===== src/logic/pbd_pkg.sv =====
package pbd_pkg;
  // ****************************************
  // register offsets and reset values
  // ****************************************
  localparam logic [7:0] PBD_CFG_OFS = 8'h00;
  localparam logic [7:0] PBD_CTRL_OFS = 8'h04;
  localparam logic [7:0] PBD_STAT_OFS = 8'h08;
  localparam logic [7:0] PBD_CMD_OFS = 8'h0C;
  localparam logic [31:0] PBD_CFG_RST = 32'h0008_4003;
  // ****************************************
  // configuration and control field positions
  // ****************************************
  localparam int PBD_CFG_EN = 0;
  localparam int PBD_CFG_DEB = 1;
  localparam int PBD_CFG_LONG = 4;
  localparam int PBD_CFG_DBL_EN = 7;
  localparam int PBD_CFG_DBL = 8;
  localparam int PBD_CFG_MODE = 11;
  localparam int PBD_CFG_STEP = 14;
  localparam int PBD_CFG_BLK_EN = 17;
  localparam int PBD_CFG_BLK_INV = 18;
  localparam int PBD_CFG_BSET = 19;
  localparam int PBD_CFG_BCLR = 21;
  localparam int PBD_CFG_RACT = 23;
  localparam int PBD_CFG_RDLY = 25;
  localparam int PBD_CTRL_BLK = 0;
  localparam int PBD_CTRL_RESTORE = 1;
  // ****************************************
  // mode, response and dim step codes
  // ****************************************
  localparam logic [2:0] PBD_MODE_ONE = 3'h0;
  localparam logic [2:0] PBD_MODE_BRT_ON = 3'h1;
  localparam logic [2:0] PBD_MODE_BRT_TGL = 3'h2;
  localparam logic [2:0] PBD_MODE_DRK_OFF = 3'h3;
  localparam logic [2:0] PBD_MODE_DRK_TGL = 3'h4;
  localparam logic [1:0] PBD_BSET_IGN = 2'h0;
  localparam logic [1:0] PBD_BSET_NONE = 2'h1;
  localparam logic [1:0] PBD_BSET_ON = 2'h2;
  localparam logic [1:0] PBD_RESP_NONE = 2'h0;
  localparam logic [1:0] PBD_RESP_ON = 2'h1;
  localparam logic [2:0] PBD_STEP_STOP = 3'h0;
  // ****************************************
  // timing
  // ****************************************
  localparam int PBD_CLK_NS = 10;
  localparam int PBD_TICK_NS = 1000000;
  localparam int PBD_TICK_CYC_DEF = PBD_TICK_NS / PBD_CLK_NS;
  localparam int PBD_LONG_BASE_MS = 300;
  localparam int PBD_LONG_STEP_MS = 100;
  localparam int PBD_RST_STEP_MS = 5000;

  // debounce delay in ms ticks
  function automatic logic [13:0] pbd_deb_ms(input logic [2:0] sel);
    case (sel)
      3'h0: return 14'h001E;
      3'h1: return 14'h0032;
      3'h2: return 14'h0050;
      3'h3: return 14'h0064;
      3'h4: return 14'h00C8;
      3'h5: return 14'h03E8;
      3'h6: return 14'h1388;
      default: return 14'h2710;
    endcase
  endfunction : pbd_deb_ms

  // 300 ms to 1 s in 100 ms steps
  function automatic logic [13:0] pbd_step_ms(input logic [2:0] sel);
    return 14'(PBD_LONG_BASE_MS + PBD_LONG_STEP_MS * int'(sel));
  endfunction : pbd_step_ms

  // 0, 5, 10 or 15 s
  function automatic logic [13:0] pbd_rst_ms(input logic [1:0] sel);
    return 14'(PBD_RST_STEP_MS * int'(sel));
  endfunction : pbd_rst_ms
endpackage : pbd_pkg


===== src/logic/pbd_tick_cnt.sv =====
`timescale 1ns/100ps
module pbd_tick_cnt
  import pbd_pkg::*;
#(
  parameter int W = 14
) (
  // clock and reset
  input wire logic clk_sys,
  input wire logic rst_n,
  // control
  input wire logic tick,
  input wire logic clr,
  // elapsed ticks, saturating
  output logic [W-1:0] cnt
);
  always_ff @(posedge clk_sys or negedge rst_n) begin
    if (!rst_n) begin
      cnt <= '0;
    end else if (clr) begin
      cnt <= '0;
    end else if (tick && cnt != {W{1'b1}}) begin
      cnt <= cnt + W'(1);
    end
  end
endmodule : pbd_tick_cnt


===== src/logic/pbd_channel.sv =====
`timescale 1ns/100ps
// Contract
// RULE1: accept a new contact level only after it stays stable for the debounce delay
// RULE2: press held at least the long threshold is long, shorter is short
// RULE3: double-click only if second press begins within the window, else single clicks
// RULE4: block object polarity selectable, default 1 blocks, inverted 0 blocks
// RULE5: long and short presses trigger two different dimming functions
// RULE6: single button: short toggles, long dims alternately, release stops
// RULE7: rocker variants bind the channel to one fixed dimming direction
// RULE8: brighter variants: short on or toggle, long brighter, release stop
// RULE9: darker variants: short off or toggle, long darker, release stop
// RULE10: 100 percent increment dims continuously until release
// RULE11: partial increment changes the value by that step per long press
// RULE12: on restoration send nothing, switch-on or switch-off as configured
// RULE13: delayed restoration response waits 5, 10 or 15 s first
// RULE14: ignore setting leaves the channel unaffected by block telegrams
// RULE15: on block set send nothing, on or off as configured
// RULE16: on block cancel send nothing, on or off as configured
// RULE17: while blocked, button presses produce no commands
module pbd_channel
  import pbd_pkg::*;
#(
  parameter int TICK_CYC = PBD_TICK_CYC_DEF
) (
  // clock and reset
  input wire logic clk_sys,
  input wire logic rst_n,
  // apb slave
  input wire logic psel,
  input wire logic penable,
  input wire logic pwrite,
  input wire logic [7:0] paddr,
  input wire logic [31:0] pwdata,
  output logic [31:0] prdata,
  output logic pready,
  output logic pslverr,
  // contact pin
  input wire logic contact_input_one,
  // commands to the dimming actuator
  output logic cmd_valid,
  output logic cmd_is_dim,
  output logic cmd_switch_on,
  output logic [3:0] cmd_dim_code,
  output logic dbl_click
);
  typedef enum logic [4:0] {
    ST_IDLE = 5'h01,
    ST_PRESS = 5'h02,
    ST_LONG = 5'h04,
    ST_WAIT = 5'h08,
    ST_DBL = 5'h10
  } pbd_st_t;

  pbd_st_t st_ff, nxt_st;
  logic [31:0] cfg_ff, rd_data, prdata_ff;
  logic ctrl_blk_ff, pready_ff, pslverr_ff, rd_err, wr_en;
  logic [16:0] pre_ff;
  logic tick_ff;
  logic [2:0] sync_ff;
  logic deb_ff, deb_clr, deb_take, pclr;
  logic [13:0] deb_cnt, pcnt, rcnt, deb_lim, long_lim, win_lim, rdly_lim;
  logic ev_short, ev_long, ev_stop, ev_dbl;
  logic blk_req, blocked_ff, blk_rise, blk_fall;
  logic rst_pend_ff, rst_trig, rst_fire;
  logic toggle_state_ff, dir_ff, brt_mode, tgl_mode, long_dir, from_btn, btn_src_ff;
  logic nxt_valid, nxt_dim, nxt_on;
  logic [3:0] nxt_code;
  logic cmd_valid_ff, cmd_is_dim_ff, cmd_switch_on_ff, dbl_click_ff;
  logic [3:0] cmd_dim_code_ff;
  logic [2:0] mode, step;
  logic [1:0] bset, bclr, ract, rdly_sel;
  logic en, dbl_en, blk_en, blk_inv;

  // ****************************************
  // configuration fields
  // ****************************************
  assign en = cfg_ff[PBD_CFG_EN];
  assign dbl_en = cfg_ff[PBD_CFG_DBL_EN];
  assign blk_en = cfg_ff[PBD_CFG_BLK_EN];
  assign blk_inv = cfg_ff[PBD_CFG_BLK_INV];
  assign mode = cfg_ff[PBD_CFG_MODE +: 3];
  assign step = cfg_ff[PBD_CFG_STEP +: 3];
  assign bset = cfg_ff[PBD_CFG_BSET +: 2];
  assign bclr = cfg_ff[PBD_CFG_BCLR +: 2];
  assign ract = cfg_ff[PBD_CFG_RACT +: 2];
  assign rdly_sel = cfg_ff[PBD_CFG_RDLY +: 2];
  assign deb_lim = pbd_deb_ms(cfg_ff[PBD_CFG_DEB +: 3]);
  assign long_lim = pbd_step_ms(cfg_ff[PBD_CFG_LONG +: 3]);
  assign win_lim = pbd_step_ms(cfg_ff[PBD_CFG_DBL +: 3]);
  assign rdly_lim = pbd_rst_ms(rdly_sel);

  // ****************************************
  // apb slave
  // ****************************************
  assign wr_en = psel && penable && pwrite && pready_ff;
  assign rst_trig = wr_en && paddr == PBD_CTRL_OFS && pwdata[PBD_CTRL_RESTORE];

  always_comb begin
    rd_data = 32'h0;
    rd_err = 1'b0;
    case (paddr)
      PBD_CFG_OFS: rd_data = cfg_ff;
      PBD_CTRL_OFS: rd_data = {31'h0, ctrl_blk_ff};
      PBD_STAT_OFS: rd_data = {27'h0, rst_pend_ff, st_ff[2], toggle_state_ff, blocked_ff, deb_ff};
      PBD_CMD_OFS: rd_data = {26'h0, cmd_is_dim_ff, cmd_switch_on_ff, cmd_dim_code_ff};
      default: rd_err = 1'b1;
    endcase
  end

  // one wait state, answer registered
  always_ff @(posedge clk_sys or negedge rst_n) begin
    if (!rst_n) begin
      pready_ff <= 1'b0;
      pslverr_ff <= 1'b0;
      prdata_ff <= 32'h0;
    end else if (psel && penable && !pready_ff) begin
      pready_ff <= 1'b1;
      pslverr_ff <= rd_err;
      prdata_ff <= pwrite ? 32'h0 : rd_data;
    end else begin
      pready_ff <= 1'b0;
      pslverr_ff <= 1'b0;
    end
  end

  always_ff @(posedge clk_sys or negedge rst_n) begin
    if (!rst_n) begin
      cfg_ff <= PBD_CFG_RST;
      ctrl_blk_ff <= 1'b0;
    end else if (wr_en && paddr == PBD_CFG_OFS) begin
      cfg_ff <= pwdata;
    end else if (wr_en && paddr == PBD_CTRL_OFS) begin
      ctrl_blk_ff <= pwdata[PBD_CTRL_BLK];
    end
  end

  // ****************************************
  // millisecond tick and contact debounce
  // ****************************************
  always_ff @(posedge clk_sys or negedge rst_n) begin
    if (!rst_n) begin
      pre_ff <= 17'h0;
      tick_ff <= 1'b0;
    end else if (pre_ff == 17'(TICK_CYC - 1)) begin
      pre_ff <= 17'h0;
      tick_ff <= 1'b1;
    end else begin
      pre_ff <= pre_ff + 17'h1;
      tick_ff <= 1'b0;
    end
  end

  always_ff @(posedge clk_sys or negedge rst_n) begin
    if (!rst_n) begin
      sync_ff <= 3'h0;
    end else begin
      sync_ff <= {sync_ff[1:0], contact_input_one};
    end
  end

  // RULE1 stability timer
  assign deb_clr = sync_ff[1] != sync_ff[2] || sync_ff[2] == deb_ff;
  assign deb_take = !deb_clr && deb_cnt > deb_lim;

  pbd_tick_cnt #(.W(14)) u_deb_cnt (
    .clk_sys(clk_sys),
    .rst_n(rst_n),
    .tick(tick_ff),
    .clr(deb_clr),
    .cnt(deb_cnt)
  );

  always_ff @(posedge clk_sys or negedge rst_n) begin
    if (!rst_n) begin
      deb_ff <= 1'b0;
    end else if (deb_take) begin
      deb_ff <= sync_ff[2];
    end
  end

  // ****************************************
  // press classification
  // ****************************************
  // RULE3 window runs from the start of the first press
  assign pclr = st_ff == ST_IDLE && nxt_st == ST_PRESS;

  pbd_tick_cnt #(.W(14)) u_press_cnt (
    .clk_sys(clk_sys),
    .rst_n(rst_n),
    .tick(tick_ff),
    .clr(pclr),
    .cnt(pcnt)
  );

  // RULE2 RULE5 long versus short
  always_comb begin
    nxt_st = st_ff;
    ev_short = 1'b0;
    ev_long = 1'b0;
    ev_stop = 1'b0;
    ev_dbl = 1'b0;
    case (st_ff)
      ST_IDLE: begin
        if (en && deb_ff) nxt_st = ST_PRESS;
      end
      ST_PRESS: begin
        if (!deb_ff && dbl_en) begin
          nxt_st = ST_WAIT;
        end else if (!deb_ff) begin
          ev_short = 1'b1;
          nxt_st = ST_IDLE;
        end else if (pcnt > long_lim) begin
          ev_long = 1'b1;
          nxt_st = ST_LONG;
        end
      end
      ST_LONG: begin
        if (!deb_ff) begin
          ev_stop = 1'b1;
          nxt_st = ST_IDLE;
        end
      end
      // RULE3 second press within window
      // expiry wins over a press that lands on the window edge
      ST_WAIT: begin
        if (pcnt > win_lim) begin
          ev_short = 1'b1;
          nxt_st = ST_IDLE;
        end else if (deb_ff) begin
          ev_dbl = 1'b1;
          nxt_st = ST_DBL;
        end
      end
      ST_DBL: begin
        if (!deb_ff) nxt_st = ST_IDLE;
      end
      default: nxt_st = ST_IDLE;
    endcase
  end

  always_ff @(posedge clk_sys or negedge rst_n) begin
    if (!rst_n) begin
      st_ff <= ST_IDLE;
    end else begin
      st_ff <= nxt_st;
    end
  end

  // ****************************************
  // block and restoration
  // ****************************************
  // RULE4 RULE14 polarity and ignore
  assign blk_req = blk_en && bset != PBD_BSET_IGN && ctrl_blk_ff != blk_inv;
  assign blk_rise = blk_req && !blocked_ff;
  assign blk_fall = !blk_req && blocked_ff;

  always_ff @(posedge clk_sys or negedge rst_n) begin
    if (!rst_n) begin
      blocked_ff <= 1'b0;
    end else begin
      blocked_ff <= blk_req;
    end
  end

  pbd_tick_cnt #(.W(14)) u_rst_cnt (
    .clk_sys(clk_sys),
    .rst_n(rst_n),
    .tick(tick_ff),
    .clr(!rst_pend_ff || rst_trig),
    .cnt(rcnt)
  );

  // RULE13 delayed response
  assign rst_fire = rst_pend_ff && (rdly_sel == 2'h0 || rcnt > rdly_lim);

  // power-up counts as a restoration
  always_ff @(posedge clk_sys or negedge rst_n) begin
    if (!rst_n) begin
      rst_pend_ff <= 1'b1;
    end else if (rst_trig) begin
      rst_pend_ff <= 1'b1;
    end else if (rst_fire) begin
      rst_pend_ff <= 1'b0;
    end
  end

  // ****************************************
  // command generation
  // ****************************************
  // RULE7 rocker direction fixed by mode
  assign brt_mode = mode == PBD_MODE_BRT_ON || mode == PBD_MODE_BRT_TGL;
  assign tgl_mode = mode == PBD_MODE_ONE || mode == PBD_MODE_BRT_TGL || mode == PBD_MODE_DRK_TGL;
  assign long_dir = mode == PBD_MODE_ONE ? dir_ff : brt_mode;

  always_comb begin
    nxt_valid = 1'b0;
    nxt_dim = 1'b0;
    nxt_on = 1'b0;
    nxt_code = 4'h0;
    from_btn = 1'b0;
    // RULE15 block set response
    if (blk_rise && bset != PBD_BSET_NONE) begin
      nxt_valid = 1'b1;
      nxt_on = bset == PBD_BSET_ON;
    // RULE16 block cancel response
    end else if (blk_fall && bclr != PBD_RESP_NONE) begin
      nxt_valid = 1'b1;
      nxt_on = bclr == PBD_RESP_ON;
    // RULE12 restoration response
    end else if (rst_fire && ract != PBD_RESP_NONE) begin
      nxt_valid = 1'b1;
      nxt_on = ract == PBD_RESP_ON;
    // RULE17 presses muted while blocked
    end else if (!blocked_ff && (ev_short || ev_long || ev_stop)) begin
      nxt_valid = 1'b1;
      from_btn = 1'b1;
      // RULE6 RULE8 RULE9 short press
      if (ev_short) begin
        nxt_on = tgl_mode ? !toggle_state_ff : brt_mode;
      end else begin
        nxt_dim = 1'b1;
        // RULE10 RULE11 step code, stop on release
        if (ev_long) nxt_code = {long_dir, step};
      end
    end
  end

  always_ff @(posedge clk_sys or negedge rst_n) begin
    if (!rst_n) begin
      cmd_valid_ff <= 1'b0;
      cmd_is_dim_ff <= 1'b0;
      cmd_switch_on_ff <= 1'b0;
      cmd_dim_code_ff <= 4'h0;
      dbl_click_ff <= 1'b0;
      btn_src_ff <= 1'b0;
    end else begin
      cmd_valid_ff <= nxt_valid;
      dbl_click_ff <= ev_dbl && !blocked_ff;
      btn_src_ff <= from_btn;
      if (nxt_valid) begin
        cmd_is_dim_ff <= nxt_dim;
        cmd_switch_on_ff <= nxt_on;
        cmd_dim_code_ff <= nxt_code;
      end
    end
  end

  // RULE6 alternate direction in single-button mode
  always_ff @(posedge clk_sys or negedge rst_n) begin
    if (!rst_n) begin
      toggle_state_ff <= 1'b0;
      dir_ff <= 1'b1;
    end else begin
      if (nxt_valid && !nxt_dim) toggle_state_ff <= nxt_on;
      if (from_btn && ev_long && mode == PBD_MODE_ONE) dir_ff <= !dir_ff;
    end
  end

  assign prdata = prdata_ff;
  assign pready = pready_ff;
  assign pslverr = pslverr_ff;
  assign cmd_valid = cmd_valid_ff;
  assign cmd_is_dim = cmd_is_dim_ff;
  assign cmd_switch_on = cmd_switch_on_ff;
  assign cmd_dim_code = cmd_dim_code_ff;
  assign dbl_click = dbl_click_ff;
endmodule : pbd_channel


===== config.mk =====
export PLATFORM = sky130hd
export DESIGN_NAME = pbd_channel
export DESIGN_NICKNAME = d
export VERILOG_FILES = /design/src/logic/pbd_pkg.sv /design/src/logic/pbd_tick_cnt.sv /design/src/logic/pbd_channel.sv
export SDC_FILE = /design/constraint.sdc
export NUM_CORES = 1
export LEC_CHECK = 0
export BUFFER_PORTS_ARGS = -buffer_cell sky130_fd_sc_hd__buf_2
export CAP_MARGIN = 20
export CORE_ASPECT_RATIO = 0.7
export CORE_MARGIN = 2
export CORE_UTILIZATION = 54
export CTS_CLUSTER_SIZE = 14
export DETAILED_ROUTE_END_ITERATION = 10
export GPL_TIMING_DRIVEN = 0
export PLACE_DENSITY_LB_ADDON = 0.2
export RECOVER_POWER = 50
export SYNTH_ARGS = -nofsm -noshare
export SYNTH_HDL_FRONTEND = slang
export SYNTH_SLANG_ARGS = --single-unit
export TNS_END_PERCENT = 10

===== constraint.sdc =====
create_clock -name clk_sys -period 3.4 [get_ports clk_sys]
set_input_delay 0.34 -clock clk_sys [delete_from_list [all_inputs] [get_ports clk_sys]]
set_output_delay 0.34 -clock clk_sys [all_outputs]
set_load 0.02 [all_outputs]

==> results.sh <==
export IMPL_outcome="finished, violations left"
export IMPL_violations="negative setup slack"
export IMPL_setup_slack_ns=-0.1496
export IMPL_combPwrFrac_pct=2.9
export IMPL_clk_pin_slew_ns=0.07
export IMPL_die_h_um=106.0
export IMPL_vias=6324
export IMPL_cp_startpoint="cfg_ff[6]"
export IMPL_r2r_start="cfg_ff[6]"
export IMPL_multi_input_area_mm2=0.004255
export IMPL_synth_edf_count=0
export IMPL_die_w_um=149.8
export IMPL_place_inst=1054
export IMPL_wl_mm=18.83
export IMPL_yosys_area_top_type_share_pct=43.93
export IMPL_drt_initial_drc_count=550
export IMPL_pre_cts_ws_ns=-0.4533
export IMPL_arrival_ns=3.91
export IMPL_cts_sinks=148
export IMPL_fin_util_pct=65.31
export IMPL_routedWlPerCell_um=17.01
export IMPL_cts_buffer_depth=2
export IMPL_worstSetupEndpointType="register"
export IMPL_ioPinCount=88
export IMPL_cap_violations=0
export IMPL_grt_total_usage_pct=25.15
export IMPL_synth_largest_area_cell="dfrtp_1"
export IMPL_syn_area_mm2=0.008031
export IMPL_finalSetupViolCount=7
export IMPL_fmax_mhz=281.7
export IMPL_seq_power_share_pct=48.4
export IMPL_hold_depth=1
export IMPL_antenna_found_initial=0
export IMPL_gp_congestion=0.9195
export IMPL_holdWs_ns=0.01823
export IMPL_min_period_over_period_pct=104.4
export IMPL_leakagePower_nw=4.478
export IMPL_yosys_area_share_simple_pct=16.30
export IMPL_async_flop_share_pct=100.0
export IMPL_grt_pass1_vias=6320
export IMPL_cts_made_buffers=17
export IMPL_synth_top_family_by_area="simple AND/OR/NAND/NOR gates"
export IMPL_dp_hpwl_mm=13.52
export IMPL_clk_latency_ns=0.43
export IMPL_ys_flop_type="dfrtp_1"
export IMPL_cts_root_buf="clkbuf_16"
export IMPL_power_frac_clock_pct=48.7
export IMPL_path_depth=14
export IMPL_grt_max_degree=90
export IMPL_syn2layout_area_growth_pct=18.96
export IMPL_layout_drive_gt1_share_pct=21.05
export IMPL_ir_drop_uv=315.4
export IMPL_ff_latch_area_mm2=0.003717
export IMPL_synth_compound_area_share_pct=11.87
export IMPL_nNetsFinal=1010
export IMPL_synthAdderAreaFrac_pct=10.13
export IMPL_crit_path_start_kind="register"
export IMPL_slew_headroom_pct=5.312
export IMPL_syn_inst=772
export IMPL_crit_type="reg -> reg"
export IMPL_worst_r2r_path_depth=14
export IMPL_synthMuxAreaShare_pct=5.437
export IMPL_core_mm2=0.01463
export IMPL_fillers=1147
export IMPL_start_util_pct=54.90
export IMPL_slew_viol_final=0
export IMPL_drtPass1Iterations=5
export IMPL_endpoint="cmd_dim_code[1]"
export IMPL_crit_top_cell="ha_4"
export IMPL_grt_ovfl_total=0
export IMPL_synthTopCellsByCount="141 x dfrtp_1, 91 x nor2_1, 65 x ha_1"
export IMPL_syn_area_per_cell_um2=10.40
export IMPL_cts_tree="done"
export IMPL_yosys_warnings=0
export IMPL_synth_area_top_cells="dfrtp_1 44%, ha_1 10%, mux2_2 4.9%"
export IMPL_crit_family="adder cells"
export IMPL_internal_power_mw=2.760
export IMPL_synth_xor_area_share_pct=7.306
export IMPL_r2r_end="cmd_dim_code[1]"
export IMPL_fin_skew_ns=0.006657
export IMPL_synth_ff_latch_count=148
export IMPL_finalHoldViolations=0
export IMPL_syn_nets=883
export IMPL_yosysSeqAreaShare_pct=46.22
export IMPL_cp_data_required_time_ns=3.76
export IMPL_viasPerCell=5.713
export IMPL_powerDensity_mw_per_mm2=382.5
export IMPL_rrSetupSlack_ns=-0.15
export IMPL_io_buffers=86
export IMPL_path_cells="ha_4, inv_2, ha_4, ha_4, a21oi_2, xnor2_1, ha_1, nand4b_1, or4_4, or3_4, o21ai_4, o21ai_4, a211oi_4, a22o_1"
export IMPL_critPathSlowestCell="or4_4"
export IMPL_grt_pass1_wl_mm=31.17
export IMPL_synth_distinct_cells=65
export IMPL_slowest_delay_ns=0.52
export IMPL_instances_no_fill=1107
export IMPL_hold_path_class="in -> reg"
export IMPL_die_area_mm2=0.01588
export IMPL_finalCriticalPeriod_ns=3.550
export IMPL_yosysMostFrequentCell="dfrtp_1"
export IMPL_rsz0062_at_grt="true"
export IMPL_tightest_slew_ns=1.420
export IMPL_swShare_pct=24.50
export IMPL_power_mw=3.655
export IMPL_antennaDiodeCount=0
export IMPL_post_route_drc_count=0
export IMPL_power_switching_mw=0.8953
export IMPL_rows=37
export IMPL_critPathMaxFanout=6
export IMPL_antenna_left=0
export IMPL_crit_buf_inv=1
export IMPL_htree_levels=4
## state kept, by name, summed over array words and instances (netlist names)
signal,count
cmd_valid,1
toggle_state_ff,1
sync_ff,3
u_rst_cnt.cnt,14
u_deb_cnt.cnt,14
st_ff,5
deb_ff,1
pre_ff,17
cmd_switch_on,1
tick_ff,1
pslverr,1
cmd_dim_code,4
dir_ff,1
rst_pend_ff,1
prdata,32
dbl_click,1
blocked_ff,1
cmd_is_dim,1
ctrl_blk_ff,1
u_press_cnt.cnt,14
pready,1
cfg_ff,32
## stage by stage
stage | setup TNS [ns] | instance area [um2]
finish | -0.7205 | 9554
global route | -1.741 | 9554
CTS | -0.08442 | 9542
detailed placement | -3.827 | 8740
global placement | -5.679 | 8706
floorplan | 0 | 8031
## cells by family after synthesis
logic type / after synthesis
AOI/OAI and AO/OA: 128
muxes: 38
DFF: 148
adders and majority gates: 65
xor gates and xnor gates: 67
buffers and inverters: 58
and+or+nand+nor: 268
## worst reg2reg max path, cell delays in order (launching register included)
cell,delay [ns]
dfrtp_2,0.45
ha_4,0.29
inv_2,0.04
ha_4,0.15
ha_4,0.28
a21oi_2,0.04
xnor2_1,0.13
ha_1,0.31
nand4b_1,0.13
or4_4,0.52
or3_4,0.36
o21ai_4,0.10
o21ai_4,0.10
a211oi_4,0.36
a22o_1,0.22
## cell usage in the layout, fill, tap and decap left out, types with 5 or more instances in the layout
| cell type | synthesis | final |
|---|---|---|
| a21oi_1 | 22 | 16 |
| a22o_1 | 30 | 30 |
| ha_4 | 0 | 5 |
| xor2_1 | 40 | 40 |
| clkbuf_16 | 0 | 17 |
| dfrtp_1 | 141 | 137 |
| a21oi_2 | 1 | 7 |
| xnor2_1 | 27 | 27 |
| nor2_1 | 91 | 90 |
| a21o_1 | 7 | 7 |
| inv_6 | 0 | 7 |
| inv_1 | 38 | 35 |
| or3_1 | 7 | 5 |
| mux2_2 | 35 | 35 |
| nor4_1 | 6 | 5 |
| dfstp_2 | 7 | 7 |
| and3_1 | 7 | 7 |
| nand2b_1 | 5 | 5 |
| and4_1 | 5 | 5 |
| nand2_1 | 58 | 58 |
| nand3_1 | 25 | 25 |
| clkbuf_1 | 16 | 57 |
| ha_1 | 65 | 57 |
| nand4_1 | 16 | 16 |
| o21ai_0 | 19 | 19 |
| buf_4 | 0 | 18 |
| nor2b_1 | 8 | 8 |
| buf_2 | 2 | 46 |
| nor3_1 | 14 | 13 |
| a211oi_1 | 6 | 6 |
| nand4b_1 | 5 | 5 |
| or2_2 | 5 | 5 |
| and2_1 | 5 | 5 |
## per-layer routing
layer | vias to the layer above | GRT usage, % | part of all wire [%]
li1 | 2991 | - | -
met1 | 3133 | 34.90 | 46
met2 | 171 | 38.47 | 46
met3 | 29 | 6.309 | 5.6
met4 | 0 | 9.164 | 2.6
met5 | - | 0 | 0
## layout make-up
| class | instances | share of cell area, % |
|---|---|---|
| Multi-Input combinational cell | 566 | 44.54 |
| Inverter | 38 | 1.493 |
| Tap cell | 195 | 2.554 |
| Timing Repair Buffer | 108 | 5.801 |
| Buffer | 20 | 0.8119 |
| Sequential cell | 148 | 38.91 |
| Clock buffer | 17 | 4.453 |
| Clock inverter | 15 | 1.441 |
## power by group through the flow
stage,Clock [mW],Sequential [mW],Combinational (mW)
after floorplan,0,1.80,0.0275
after global placement,0,1.80,0.0988
after detailed placement,0,1.80,0.107
after CTS,1.81,1.77,0.110
after global routing,1.90,1.77,0.120
final,1.78,1.77,0.104
## timing repair
action | 4_1_cts | 5_1_grt
hold endpoints to repair | 59 | 0
gates cloned | 0 | 0
endpoints found under the setup margin | 15 | 10
buffers inserted | 16 | 4
pin swaps | 15 | 11
gates resized for setup | 25 | 13
hold buffers | 1 | 0
## worst min path at each step
| stage | end | from |
|---|---|---|
| 6_report | sync_ff[0] | contact_input_one |
| 5_1_grt | sync_ff[0] | contact_input_one |
| 4_1_cts | sync_ff[0] | contact_input_one |
| 3_5_place_dp | u_press_cnt.cnt[8] | rst_n |
| 3_3_place_gp | sync_ff[1] | sync_ff[0] |
| 2_1_floorplan | blocked_ff | rst_n |
(Power assumes the default switching activity.)
